### src/verilog/lmsm_consts.vh
// How it works
// - software-written 64-bit link group mask picks the stations to watch.
// - after the start-point clear, link good sets once all selected link flags are one.
// - link fail when a selected link flag is still zero just before the next start point.
// - link good is status bit 12, link fail is status bit 13, active high.
// - link good clears at each start point unless freezing holds it.
// - link fail captures the ended cycle's result at the start point and holds it a cycle.
// - link good and link fail can each raise an interrupt trigger.
// - 64 member flags, bit n for station n, judged at the start point.
// - member flag sets after link seen established at three successive start points.
// - member flag clears after link seen missing at three successive start points.
// - software-written 64-bit member group mask, one bit per member flag.
// - once per cycle check whether member group mask and member flags differ.
// - same check flags a zero member flag under a one mask bit.
// - mismatch is status bit 4, missing member is status bit 5, active high.
// - mismatch and missing bits update at each start point.
// - enabled trigger when status bit 4 or 5 newly rises.
// - bit 14 on any member flag rise, bit 15 on any fall, mask ignored.
// - gained and lost bits update at each start point and can raise triggers.
// - 64-bit renewal check enable, bit n enables change detection for block n.
// - a change in an enabled block sets data renewed, status bit 11.
// - a 64-bit renewal flag register marks each changed block.
// - renewal in an enabled block can raise an interrupt trigger.
// - link flags clear at each start point, own blocks always held at one.
// - renewal detection only for enabled blocks and never for the own block.
`ifndef LMSM_CONSTS_VH
`define LMSM_CONSTS_VH
`define LMSM_ADDR_W 8
`define LMSM_OFF_LGM_LO 8'h00
`define LMSM_OFF_LGM_HI 8'h04
`define LMSM_OFF_MGM_LO 8'h08
`define LMSM_OFF_MGM_HI 8'h0C
`define LMSM_OFF_RCE_LO 8'h10
`define LMSM_OFF_RCE_HI 8'h14
`define LMSM_OFF_STATUS 8'h18
`define LMSM_OFF_MF_LO 8'h1C
`define LMSM_OFF_MF_HI 8'h20
`define LMSM_OFF_RF_LO 8'h24
`define LMSM_OFF_RF_HI 8'h28
`define LMSM_OFF_LF_LO 8'h2C
`define LMSM_OFF_LF_HI 8'h30
`define LMSM_OFF_TRIG_EN 8'h34
`define LMSM_BIT_MISMATCH 4
`define LMSM_BIT_MISSING 5
`define LMSM_BIT_RENEWED 11
`define LMSM_BIT_LINK_GOOD 12
`define LMSM_BIT_LINK_FAIL 13
`define LMSM_BIT_GAINED 14
`define LMSM_BIT_LOST 15
`define LMSM_TEN_LINK_GOOD 0
`define LMSM_TEN_LINK_FAIL 1
`define LMSM_TEN_MISMATCH 2
`define LMSM_TEN_MISSING 3
`define LMSM_TEN_GAINED 4
`define LMSM_TEN_LOST 5
`define LMSM_TEN_RENEWED 6
`define LMSM_TEN_W 7
`define LMSM_HYST_LAST 2'h2
`define LMSM_RESP_OKAY 2'h0
`define LMSM_RESP_SLVERR 2'h2
`endif

### src/verilog/lmsm_monitor.v
// Register access over AXI4-Lite and the register offsets were decided locally.
`timescale 1ns/1ps
`default_nettype none
`include "lmsm_consts.vh"

module lmsm_monitor #(
    parameter STATIONS = 64
) (
    input wire aclk,
    input wire aresetn,
    input wire status_point,
    input wire freeze_hold,
    input wire [STATIONS-1:0] link_flag_set,
    input wire [STATIONS-1:0] own_block_mask,
    input wire [5:0] station_number,
    input wire renew_valid,
    input wire [5:0] renew_block,
    input wire renewal_clear,
    input wire [`LMSM_ADDR_W-1:0] s_axi_awaddr,
    input wire s_axi_awvalid,
    output reg s_axi_awready,
    input wire [31:0] s_axi_wdata,
    input wire [3:0] s_axi_wstrb,
    input wire s_axi_wvalid,
    output reg s_axi_wready,
    output reg [1:0] s_axi_bresp,
    output reg s_axi_bvalid,
    input wire s_axi_bready,
    input wire [`LMSM_ADDR_W-1:0] s_axi_araddr,
    input wire s_axi_arvalid,
    output reg s_axi_arready,
    output reg [31:0] s_axi_rdata,
    output reg [1:0] s_axi_rresp,
    output reg s_axi_rvalid,
    input wire s_axi_rready,
    output reg trig_link_good,
    output reg trig_link_fail,
    output reg trig_member_mismatch,
    output reg trig_member_missing,
    output reg trig_member_gained,
    output reg trig_member_lost,
    output reg trig_data_renewed
);

    function [31:0] lmsm_merge;
        input [31:0] old;
        input [31:0] data;
        input [3:0] strb;
        integer i;
        begin
            lmsm_merge = old;
            for (i = 0; i < 4; i = i + 1) begin
                if (strb[i])
                    lmsm_merge[i*8 +: 8] = data[i*8 +: 8];
            end
        end
    endfunction

    function lmsm_mapped;
        input [`LMSM_ADDR_W-1:0] a;
        begin
            lmsm_mapped = (a[1:0] == 2'h0) && (a <= `LMSM_OFF_TRIG_EN);
        end
    endfunction

    reg [63:0] link_group_mask;
    reg [63:0] member_group_mask;
    reg [63:0] renewal_check_enable;
    reg [`LMSM_TEN_W-1:0] trig_enable;
    reg [63:0] link_flags;
    reg [63:0] member_flags;
    reg [63:0] renewal_flags;
    reg link_group_good;
    reg link_group_fail;
    reg member_group_mismatch;
    reg member_group_missing;
    reg member_gained;
    reg member_lost;
    reg data_renewed;

    reg [`LMSM_ADDR_W-1:0] wr_addr;
    reg [31:0] wr_data;
    reg [3:0] wr_strb;
    reg [31:0] rd_word;
    wire wr_go;
    wire [63:0] next_member_flags;
    wire [63:0] hyst_mask;
    wire [63:0] own_full;
    wire [63:0] set_full;
    wire all_selected_up;
    wire renew_hit;
    wire [15:0] system_status;

    genvar g;

    generate
        if (STATIONS < 64) begin : g_pad
            assign own_full = {{(64-STATIONS){1'b0}}, own_block_mask};
            assign set_full = {{(64-STATIONS){1'b0}}, link_flag_set};
        end else begin : g_full
            assign own_full = own_block_mask[63:0];
            assign set_full = link_flag_set[63:0];
        end
    endgenerate

    // both halves of the write held and no response pending
    assign wr_go = !s_axi_awready && !s_axi_wready && !s_axi_bvalid;

    assign all_selected_up = ((link_flags & link_group_mask) == link_group_mask);
    // own station's block is never watched for renewal
    assign renew_hit = renew_valid && renewal_check_enable[renew_block]
        && (renew_block != station_number);

    assign system_status = {member_lost, member_gained, link_group_fail, link_group_good,
        data_renewed, 5'h00, member_group_missing, member_group_mismatch, 4'h0};

    // per-station three-in-a-row hysteresis; the link flags sampled at the start
    // point still hold the whole ended cycle, before they are cleared
    generate
        for (g = 0; g < 64; g = g + 1) begin : g_member
            reg [1:0] streak;
            wire disagree;
            assign disagree = link_flags[g] != member_flags[g];
            assign hyst_mask[g] = disagree && (streak == `LMSM_HYST_LAST);
            assign next_member_flags[g] = member_flags[g] ^ hyst_mask[g];
            always @(posedge aclk) begin
                if (!aresetn) begin
                    streak <= 2'h0;
                end else if (status_point) begin
                    if (!disagree || hyst_mask[g])
                        streak <= 2'h0;
                    else
                        streak <= streak + 2'h1;
                end
            end
        end
    endgenerate

    // link flags and link group results
    always @(posedge aclk) begin
        if (!aresetn) begin
            link_flags <= 64'h0000000000000000;
            link_group_good <= 1'b0;
            link_group_fail <= 1'b0;
        end else if (status_point) begin
            link_flags <= own_full;
            link_group_fail <= |(link_group_mask & ~link_flags);
            if (!freeze_hold)
                link_group_good <= 1'b0;
        end else begin
            link_flags <= link_flags | set_full | own_full;
            if (all_selected_up)
                link_group_good <= 1'b1;
        end
    end

    // member flags and member group results, all settled at the start point
    always @(posedge aclk) begin
        if (!aresetn) begin
            member_flags <= 64'h0000000000000000;
            member_group_mismatch <= 1'b0;
            member_group_missing <= 1'b0;
            member_gained <= 1'b0;
            member_lost <= 1'b0;
        end else if (status_point) begin
            member_flags <= next_member_flags;
            member_group_mismatch <= |(member_group_mask ^ member_flags);
            member_group_missing <= |(member_group_mask & ~member_flags);
            member_gained <= |(~member_flags & next_member_flags);
            member_lost <= |(member_flags & ~next_member_flags);
        end
    end

    // renewal flags: a hit in the clearing cycle survives the clear
    always @(posedge aclk) begin
        if (!aresetn) begin
            renewal_flags <= 64'h0000000000000000;
            data_renewed <= 1'b0;
        end else begin
            if (renewal_clear) begin
                renewal_flags <= 64'h0000000000000000;
                data_renewed <= 1'b0;
            end
            if (renew_hit) begin
                renewal_flags[renew_block] <= 1'b1;
                data_renewed <= 1'b1;
            end
        end
    end

    // interrupt triggers, one-cycle pulses gated by the enable register
    always @(posedge aclk) begin
        if (!aresetn) begin
            trig_link_good <= 1'b0;
            trig_link_fail <= 1'b0;
            trig_member_mismatch <= 1'b0;
            trig_member_missing <= 1'b0;
            trig_member_gained <= 1'b0;
            trig_member_lost <= 1'b0;
            trig_data_renewed <= 1'b0;
        end else begin
            trig_link_good <= trig_enable[`LMSM_TEN_LINK_GOOD] && !status_point
                && !link_group_good && all_selected_up;
            trig_link_fail <= trig_enable[`LMSM_TEN_LINK_FAIL] && status_point
                && |(link_group_mask & ~link_flags);
            trig_member_mismatch <= trig_enable[`LMSM_TEN_MISMATCH] && status_point
                && !member_group_mismatch
                && |(member_group_mask ^ member_flags);
            trig_member_missing <= trig_enable[`LMSM_TEN_MISSING] && status_point
                && !member_group_missing
                && |(member_group_mask & ~member_flags);
            trig_member_gained <= trig_enable[`LMSM_TEN_GAINED] && status_point
                && |(~member_flags & next_member_flags);
            trig_member_lost <= trig_enable[`LMSM_TEN_LOST] && status_point
                && |(member_flags & ~next_member_flags);
            trig_data_renewed <= trig_enable[`LMSM_TEN_RENEWED] && renew_hit;
        end
    end

    // write channel: address and data taken in either order or in the same cycle, one write at a time
    always @(posedge aclk) begin
        if (!aresetn) begin
            s_axi_awready <= 1'b1;
            s_axi_wready <= 1'b1;
            s_axi_bvalid <= 1'b0;
            s_axi_bresp <= `LMSM_RESP_OKAY;
            wr_addr <= {`LMSM_ADDR_W{1'b0}};
            wr_data <= 32'h00000000;
            wr_strb <= 4'h0;
        end else begin
            if (s_axi_awvalid && s_axi_awready) begin
                s_axi_awready <= 1'b0;
                wr_addr <= s_axi_awaddr;
            end
            if (s_axi_wvalid && s_axi_wready) begin
                s_axi_wready <= 1'b0;
                wr_data <= s_axi_wdata;
                wr_strb <= s_axi_wstrb;
            end
            if (wr_go) begin
                s_axi_bvalid <= 1'b1;
                s_axi_bresp <= lmsm_mapped(wr_addr) ? `LMSM_RESP_OKAY : `LMSM_RESP_SLVERR;
                s_axi_awready <= 1'b1;
                s_axi_wready <= 1'b1;
            end
            if (s_axi_bvalid && s_axi_bready)
                s_axi_bvalid <= 1'b0;
        end
    end

    // software masks; read-only registers ignore writes
    always @(posedge aclk) begin
        if (!aresetn) begin
            link_group_mask <= 64'h0000000000000000;
            member_group_mask <= 64'h0000000000000000;
            renewal_check_enable <= 64'h0000000000000000;
            trig_enable <= {`LMSM_TEN_W{1'b0}};
        end else if (wr_go) begin
            case (wr_addr)
                `LMSM_OFF_LGM_LO: link_group_mask[31:0] <=
                    lmsm_merge(link_group_mask[31:0], wr_data, wr_strb);
                `LMSM_OFF_LGM_HI: link_group_mask[63:32] <=
                    lmsm_merge(link_group_mask[63:32], wr_data, wr_strb);
                `LMSM_OFF_MGM_LO: member_group_mask[31:0] <=
                    lmsm_merge(member_group_mask[31:0], wr_data, wr_strb);
                `LMSM_OFF_MGM_HI: member_group_mask[63:32] <=
                    lmsm_merge(member_group_mask[63:32], wr_data, wr_strb);
                `LMSM_OFF_RCE_LO: renewal_check_enable[31:0] <=
                    lmsm_merge(renewal_check_enable[31:0], wr_data, wr_strb);
                `LMSM_OFF_RCE_HI: renewal_check_enable[63:32] <=
                    lmsm_merge(renewal_check_enable[63:32], wr_data, wr_strb);
                `LMSM_OFF_TRIG_EN: if (wr_strb[0])
                    trig_enable <= wr_data[`LMSM_TEN_W-1:0];
                default: trig_enable <= trig_enable;
            endcase
        end
    end

    always @* begin
        case (s_axi_araddr)
            `LMSM_OFF_LGM_LO: rd_word = link_group_mask[31:0];
            `LMSM_OFF_LGM_HI: rd_word = link_group_mask[63:32];
            `LMSM_OFF_MGM_LO: rd_word = member_group_mask[31:0];
            `LMSM_OFF_MGM_HI: rd_word = member_group_mask[63:32];
            `LMSM_OFF_RCE_LO: rd_word = renewal_check_enable[31:0];
            `LMSM_OFF_RCE_HI: rd_word = renewal_check_enable[63:32];
            `LMSM_OFF_STATUS: rd_word = {16'h0000, system_status};
            `LMSM_OFF_MF_LO: rd_word = member_flags[31:0];
            `LMSM_OFF_MF_HI: rd_word = member_flags[63:32];
            `LMSM_OFF_RF_LO: rd_word = renewal_flags[31:0];
            `LMSM_OFF_RF_HI: rd_word = renewal_flags[63:32];
            `LMSM_OFF_LF_LO: rd_word = link_flags[31:0];
            `LMSM_OFF_LF_HI: rd_word = link_flags[63:32];
            `LMSM_OFF_TRIG_EN: rd_word = {{(32-`LMSM_TEN_W){1'b0}}, trig_enable};
            default: rd_word = 32'h00000000;
        endcase
    end

    // read channel: data sampled at the address handshake
    always @(posedge aclk) begin
        if (!aresetn) begin
            s_axi_arready <= 1'b1;
            s_axi_rvalid <= 1'b0;
            s_axi_rdata <= 32'h00000000;
            s_axi_rresp <= `LMSM_RESP_OKAY;
        end else if (s_axi_arvalid && s_axi_arready) begin
            s_axi_arready <= 1'b0;
            s_axi_rvalid <= 1'b1;
            s_axi_rdata <= rd_word;
            s_axi_rresp <= lmsm_mapped(s_axi_araddr) ? `LMSM_RESP_OKAY : `LMSM_RESP_SLVERR;
        end else if (s_axi_rvalid && s_axi_rready) begin
            s_axi_rvalid <= 1'b0;
            s_axi_arready <= 1'b1;
        end
    end

endmodule // lmsm_monitor
`default_nettype wire
### config.mk
export PLATFORM = sky130hd
export DESIGN_NAME = lmsm_monitor
export DESIGN_NICKNAME = d
export VERILOG_FILES = /design/src/verilog/lmsm_monitor.v
export VERILOG_INCLUDE_DIRS = /design/src /design/src/verilog
export SDC_FILE = /design/constraint.sdc
export NUM_CORES = 2
export LEC_CHECK = 0
export BUFFER_PORTS_ARGS = -buffer_cell sky130_fd_sc_hd__buf_4
export CAP_MARGIN = 30
export CORE_MARGIN = 3
export CORE_UTILIZATION = 50
export CTS_CLUSTER_SIZE = 30
export DETAILED_ROUTE_END_ITERATION = 8
export PLACE_DENSITY = 0.72
export SYNTH_ARGS = -nofsm -noshare
export SYNTH_HDL_FRONTEND = slang
export SYNTH_SLANG_ARGS = --single-unit
### constraint.sdc
create_clock -name aclk -period 2.6 [get_ports aclk]
set_input_delay 0.52 -clock aclk [delete_from_list [all_inputs] [get_ports aclk]]
set_output_delay 0.52 -clock aclk [all_outputs]
set_load 0.01 [all_outputs]
### Yosys cells after proc, flatten, opt, wreduce, memory -nomap -nowiden

Cells that the tools add are included.

| operators by class | value |
|---|---|
| bitwise logic cells | 77 |
| muxes and demuxes | 84 |
| eq/ne operators | 150 |
| reduce and logical (&&, ||, !) cells | 267 |
| $add $sub $neg | 64 |
| $lt $le $gt $ge | 4 |

Operators by type and width:

| operator | number |
|---|---|
| $pmux W32 S14 | 1 |
| $and A64 B64 Y64 | 5 |
| $reduce_or A64 Y1 | 5 |
| $mux W64 | 4 |
| $not A64 Y64 | 3 |
| $or A64 B64 Y64 | 3 |
| $mux W2 | 66 |
| $add A2 B1 Y2 const B | 64 |
| $eq A2 B2 Y1 const B | 64 |
| $logic_and A1 B1 Y1 | 92 |
| $reduce_and A3 Y1 | 25 |
| $logic_not A1 Y1 | 71 |
| $eq A64 B64 Y1 | 1 |
| $logic_or A1 B1 Y1 | 64 |
| $ne A1 B1 Y1 | 64 |
| $xor A1 B1 Y1 | 64 |
| $xor A64 B64 Y64 | 1 |
| $eq A8 B6 Y1 const B | 7 |
| $eq A8 B5 Y1 const B | 6 |
| $eq A8 B4 Y1 const B | 4 |
| $eq A8 B3 Y1 const B | 2 |
| $le A8 B6 Y1 const B | 2 |
| $logic_not A8 Y1 | 2 |
| $mux W1 | 11 |
| other kinds (11) | 15 |

| word-level totals | value |
|---|---|
| flip-flop bits (word level) | 618 |
| bits of input ports | 203 |
| output and inout port bits | 48 |
| word-level logic and storage cells | 763 |

### Longest topological paths before layout

| logic depth | value |
|---|---|
| depth after elaboration | 7 |
| mapped depth | 10 |
| mapped depth without buffers | 8 |

### Worst setup path before layout

No wires, ideal clock.

| path | value |
|---|---|
| path kind | in2reg |
| from | input renew_block[0] |
| to | register renewal_flags[20] |
| stages on the path | 10 |
| arrival time | 2.240 ns |
| slack | 0.242 ns |
| required time | 2.483 ns |
| buffers on the path | 4 |
| library setup time | 0.117 ns |
| path through | buf_6 buf_6 mux4_2 mux2i_1 o22ai_1 a31oi_1 a31oi_1 buf_4 buf_6 a32o_1 |

| between the ends | value |
|---|---|
| word-level cells in the longest chain between the ends | 6 |
| elaborated cells between the ends (all ways) | 12 |
| those cells by class | order compare: 2; eq/ne: 1; mux: 5; bitwise: 1; reduce/logical: 3 |

RTL lines:

| item | line | source |
|---|---|---|
| start, declared | lmsm_monitor.v:17 | `input wire [5:0] renew_block,` |
| $lt A6 B7 Y1 (implied by the code) / $ge A6 B1 Y1 (equally long branches) | lmsm_monitor.v:185 | `renewal_flags[renew_block] <= 1'b1;` |
| $logic_and A1 B1 Y1 (implied by the code) | lmsm_monitor.v:185 |  |
| $mux W1 (implied by the code) | lmsm_monitor.v:185 |  |
| $demux W1 S6 | lmsm_monitor.v:185 |  |
| $or A64 B64 Y64 (no line) | - |  |
| $mux W64 (*) | lmsm_monitor.v:184 | `if (renew_hit) begin` |
| end signal, assigned | lmsm_monitor.v:177 | `renewal_flags <= 64'h0000000000000000;` |
| end signal, assigned | lmsm_monitor.v:181 | `renewal_flags <= 64'h0000000000000000;` |
| end signal, assigned by index | lmsm_monitor.v:185 |  |
| end, declared | lmsm_monitor.v:72 | `reg [63:0] renewal_flags;` |

Every way passes the cells marked *; elsewhere a longest branch is shown, timed or not. The select of a mux whose other input is x is not followed.
A chain may end at the register's enable or synchronous reset.

==> impl_metrics.env <==
export IMPL_setup_viol=1
export IMPL_dp_slack_ns=0.0128
export IMPL_h_tree_depth=3
export IMPL_path_cells="buf_4 -> nand3b_1 -> nand4_1 -> nor4_1 -> and4_1 -> nor3b_1"
export IMPL_fmax_mhz=367
export IMPL_die_x_um=254
export IMPL_p_per_area_nw_per_um2=584
export IMPL_drt_iter0_markers=5645
export IMPL_min_period_ns=2.72
export IMPL_synth_top_family_by_area="simple AND/OR/NAND/NOR gates"
export IMPL_dp_hpwl_mm=131
export IMPL_synthMuxAreaShare_pct=11.1
export IMPL_initial_core_util_pct=50.8
export IMPL_min_path_type="in2reg"
export IMPL_critPathMaxFanout=5
export IMPL_cts_buffers=68
export IMPL_die_y_um=254
export IMPL_rsz0062_at_grt="false"
export IMPL_setup_worst_path_start_class="flop"
export IMPL_required_ns=3.09
export IMPL_grt_pass1_vias=28700
export IMPL_antenna_found_initial=26
export IMPL_top_usage_layer="met2"
export IMPL_std_cell_rows=90
export IMPL_yosys_warnings=0
export IMPL_cts_buffer_depth=3
export IMPL_cts_sinks=616
export IMPL_cpMaxStageDelayCell="dfxtp_1"
export IMPL_slowest_delay_ns=0.60
export IMPL_whs_ns=0.0871
export IMPL_fin_nets=4545
export IMPL_critical_path_class="reg2reg"
export IMPL_synth_xor_area_share_pct=1.96
export IMPL_arrival_ns=3.22
export IMPL_hold_viol=0
export IMPL_yosys_area_share_adder_pct=5.19
export IMPL_synthSimpleGateAreaFrac_pct=23.9
export IMPL_drv_slew=0
export IMPL_final_area_um2=38300
export IMPL_use_met1_pct=65.4
export IMPL_coreArea_um2=60700
export IMPL_synthCells=3751
export IMPL_post_dp_cell_area_um2=35900
export IMPL_violations="DRC, setup timing"
export IMPL_num_vias=32700
export IMPL_path_buf_inv=1
export IMPL_total_power_uw=22400
export IMPL_track_usage_pct=49.0
export IMPL_peakVddDrop_v=0.000631
export IMPL_outcome="complete, but fails checks"
export IMPL_fin_util_pct=63.1
export IMPL_use_met3_pct=19.5
export IMPL_root_buffer="clkbuf_16"
export IMPL_crit_path_end_kind="flop"
export IMPL_ys_flop_type="dfxtp_1"
export IMPL_grt_pass1_wl_mm=220
export IMPL_viasPerCell=6.45
export IMPL_yosysSeqAreaShare_pct=40.0
export IMPL_die_area_um2=64700
export IMPL_drc=2
export IMPL_finalClockSkew_ns=0.0559
export IMPL_worst_slack_ns=-0.121
export IMPL_worst_pin_slew_ns=1.09
export IMPL_antenna_left=0
export IMPL_cts_hold_fix_buffers=0
export IMPL_p_leak_uw=0.0160
export IMPL_synth_area_um2=30800
export IMPL_ys_seq_elements=616
export IMPL_synth_edf_count=0
export IMPL_syn2layout_area_growth_pct=24.2
export IMPL_ioPinCount=251
export IMPL_finalWirelength_mm=163
export IMPL_grt_overflow_total=0
export IMPL_clkTransAtPathRegs_ns=0.06
export IMPL_ys_types=72
export IMPL_drive_gt1_share_pct=18.7
export IMPL_io_buffers=248
export IMPL_maxCapViolations=0
export IMPL_cts_tree="built"
export IMPL_avgRoutedWirePerCell_um=32.2
export IMPL_crit_family="simple AND/OR/NAND/NOR gates"
export IMPL_syn_area_per_cell_um2=8.22
export IMPL_clk_latency_ns=0.67
export IMPL_relSlewSlack_pct=27.1
export IMPL_synthArstFlopShare_pct=0
export IMPL_grt_max_degree=192
export IMPL_synth_compound_area_share_pct=13.1
export IMPL_drtPass1Iterations=9
export IMPL_gp_congestion=1.18
export IMPL_gr_usage_met2_pct=66.8
export IMPL_timing_final_crit_share_pct=105
## repair_timing
item,4_1_cts,5_1_grt
setup endpoints to repair,0,3
gates resized for setup,0,4
setup buffers,0,0
## area by class of cell
type,count,area (um^2)
Fill cell,5058,22400
Multi-Input combinational cell,2767,17100
Sequential cell,616,12300
Timing Repair Buffer,613,4910
Clock buffer,91,1930
Tap cell,782,978
Inverter,148,563
Clock inverter,33,438
Antenna cell,14,35.0
## synthesized netlist by cell type, types with 5 or more instances
library cell / instances / area (um^2)
a32o_1: 66 / 661
nand4_1: 42 / 263
a221oi_1: 5 / 43.8
a22o_1: 17 / 149
nand3_1: 166 / 831
buf_1: 20 / 75.1
o21ai_0: 41 / 205
nand2b_1: 66 / 413
nor4_1: 37 / 231
a2111oi_0: 17 / 149
a21oi_1: 240 / 1200
mux2_2: 29 / 327
a211oi_1: 12 / 90.1
mux4_2: 15 / 338
dfxtp_1: 616 / 12300
nor3_1: 23 / 115
a222oi_1: 12 / 120
o211ai_1: 6 / 45.0
a32oi_1: 5 / 43.8
and2_1: 8 / 50.1
a21o_1: 5 / 37.5
nand3b_1: 43 / 323
a31oi_1: 11 / 68.8
nor2b_1: 56 / 350
xor2_1: 64 / 561
xnor2_1: 5 / 43.8
ha_1: 128 / 1600
nor2_1: 681 / 2560
mux2i_1: 275 / 2750
buf_2: 22 / 110
a311oi_1: 15 / 131
o22ai_1: 41 / 257
and3_1: 18 / 113
nor3b_1: 10 / 75.1
inv_1: 147 / 552
clkbuf_1: 170 / 638
buf_6: 6 / 67.6
and3b_1: 7 / 61.3
nand2_1: 457 / 1720
a22oi_1: 85 / 638
## worst reg2reg max path, cell delays in order (launching register included)
cell      delay (ns)
dfxtp_1         0.60
buf_4           0.28
nand3b_1        0.39
nand4_1         0.47
nor4_1          0.11
and4_1          0.30
nor3b_1         0.43
## power breakdown
group | leakage, uW | switching (uW) | internal (uW)
Sequential | 0.00500 | 338 | 9640
Clock | 0.00112 | 4410 | 5740
Combinational | 0.00992 | 1390 | 864
Total | 0.0160 | 6140 | 16200
## cell usage in the layout, fill, tap and decap left out, types with 41 or more instances in the layout
cell type  count
xor2_1        64
buf_4        587
a22oi_1       85
mux2i_1      275
inv_1        147
nor2_1       678
nand4_1       42
nand2b_1      66
clkbuf_16     68
nand3_1      166
a32o_1        66
o22ai_1       41
a21oi_1      240
dfxtp_1      616
nand2_1      457
ha_1         128
nand3b_1      43
nor2b_1       56
o21ai_0       41
## final timing paths
path              slack [ns]  cells past startpoint                            to                         start
setup / recovery       -0.12                      6   trig_member_lost$_SDFF_PN0_                          flop
hold / removal          0.09                      3      link_flags[9]$_SDFF_PN0_             own_block_mask[9]
hold reg to reg         0.45                      2  s_axi_rdata[31]$_SDFFE_PN0P_  s_axi_rdata[31]$_SDFFE_PN0P_
setup reg to reg       -0.12                      6   trig_member_lost$_SDFF_PN0_                          flop
## layer usage
layer / wire length [um] / part of all wire, % / vias up
met5: 127 / 0.078 / -
met4: 11400 / 7.0 / 20
met3: 24200 / 15 / 539
met2: 63800 / 39 / 2583
met1: 63700 / 39 / 15500
li1: - / - / 14000
## kinds of logic (layout without fill, tap and decap cells)
family / Yosys count / in the layout
compound gates: 601 / 601
xor+xnor: 69 / 69
fa+ha+maj: 128 / 128
buf+inv: 369 / 885
flops: 616 / 616
mux: 320 / 320
other cells: 1 / 16
simple gates: 1647 / 1647
## stage by stage
stage | std cells | TNS (ns)
final | 5064 | -0.121
after global routing | 5050 | 0
after CTS | 5050 | 0
after detailed placement | 4926 | 0
after global placement | 4925 | 0
after floorplan | 3752 | 0
Note: power is estimated with default switching activity, not from simulation.
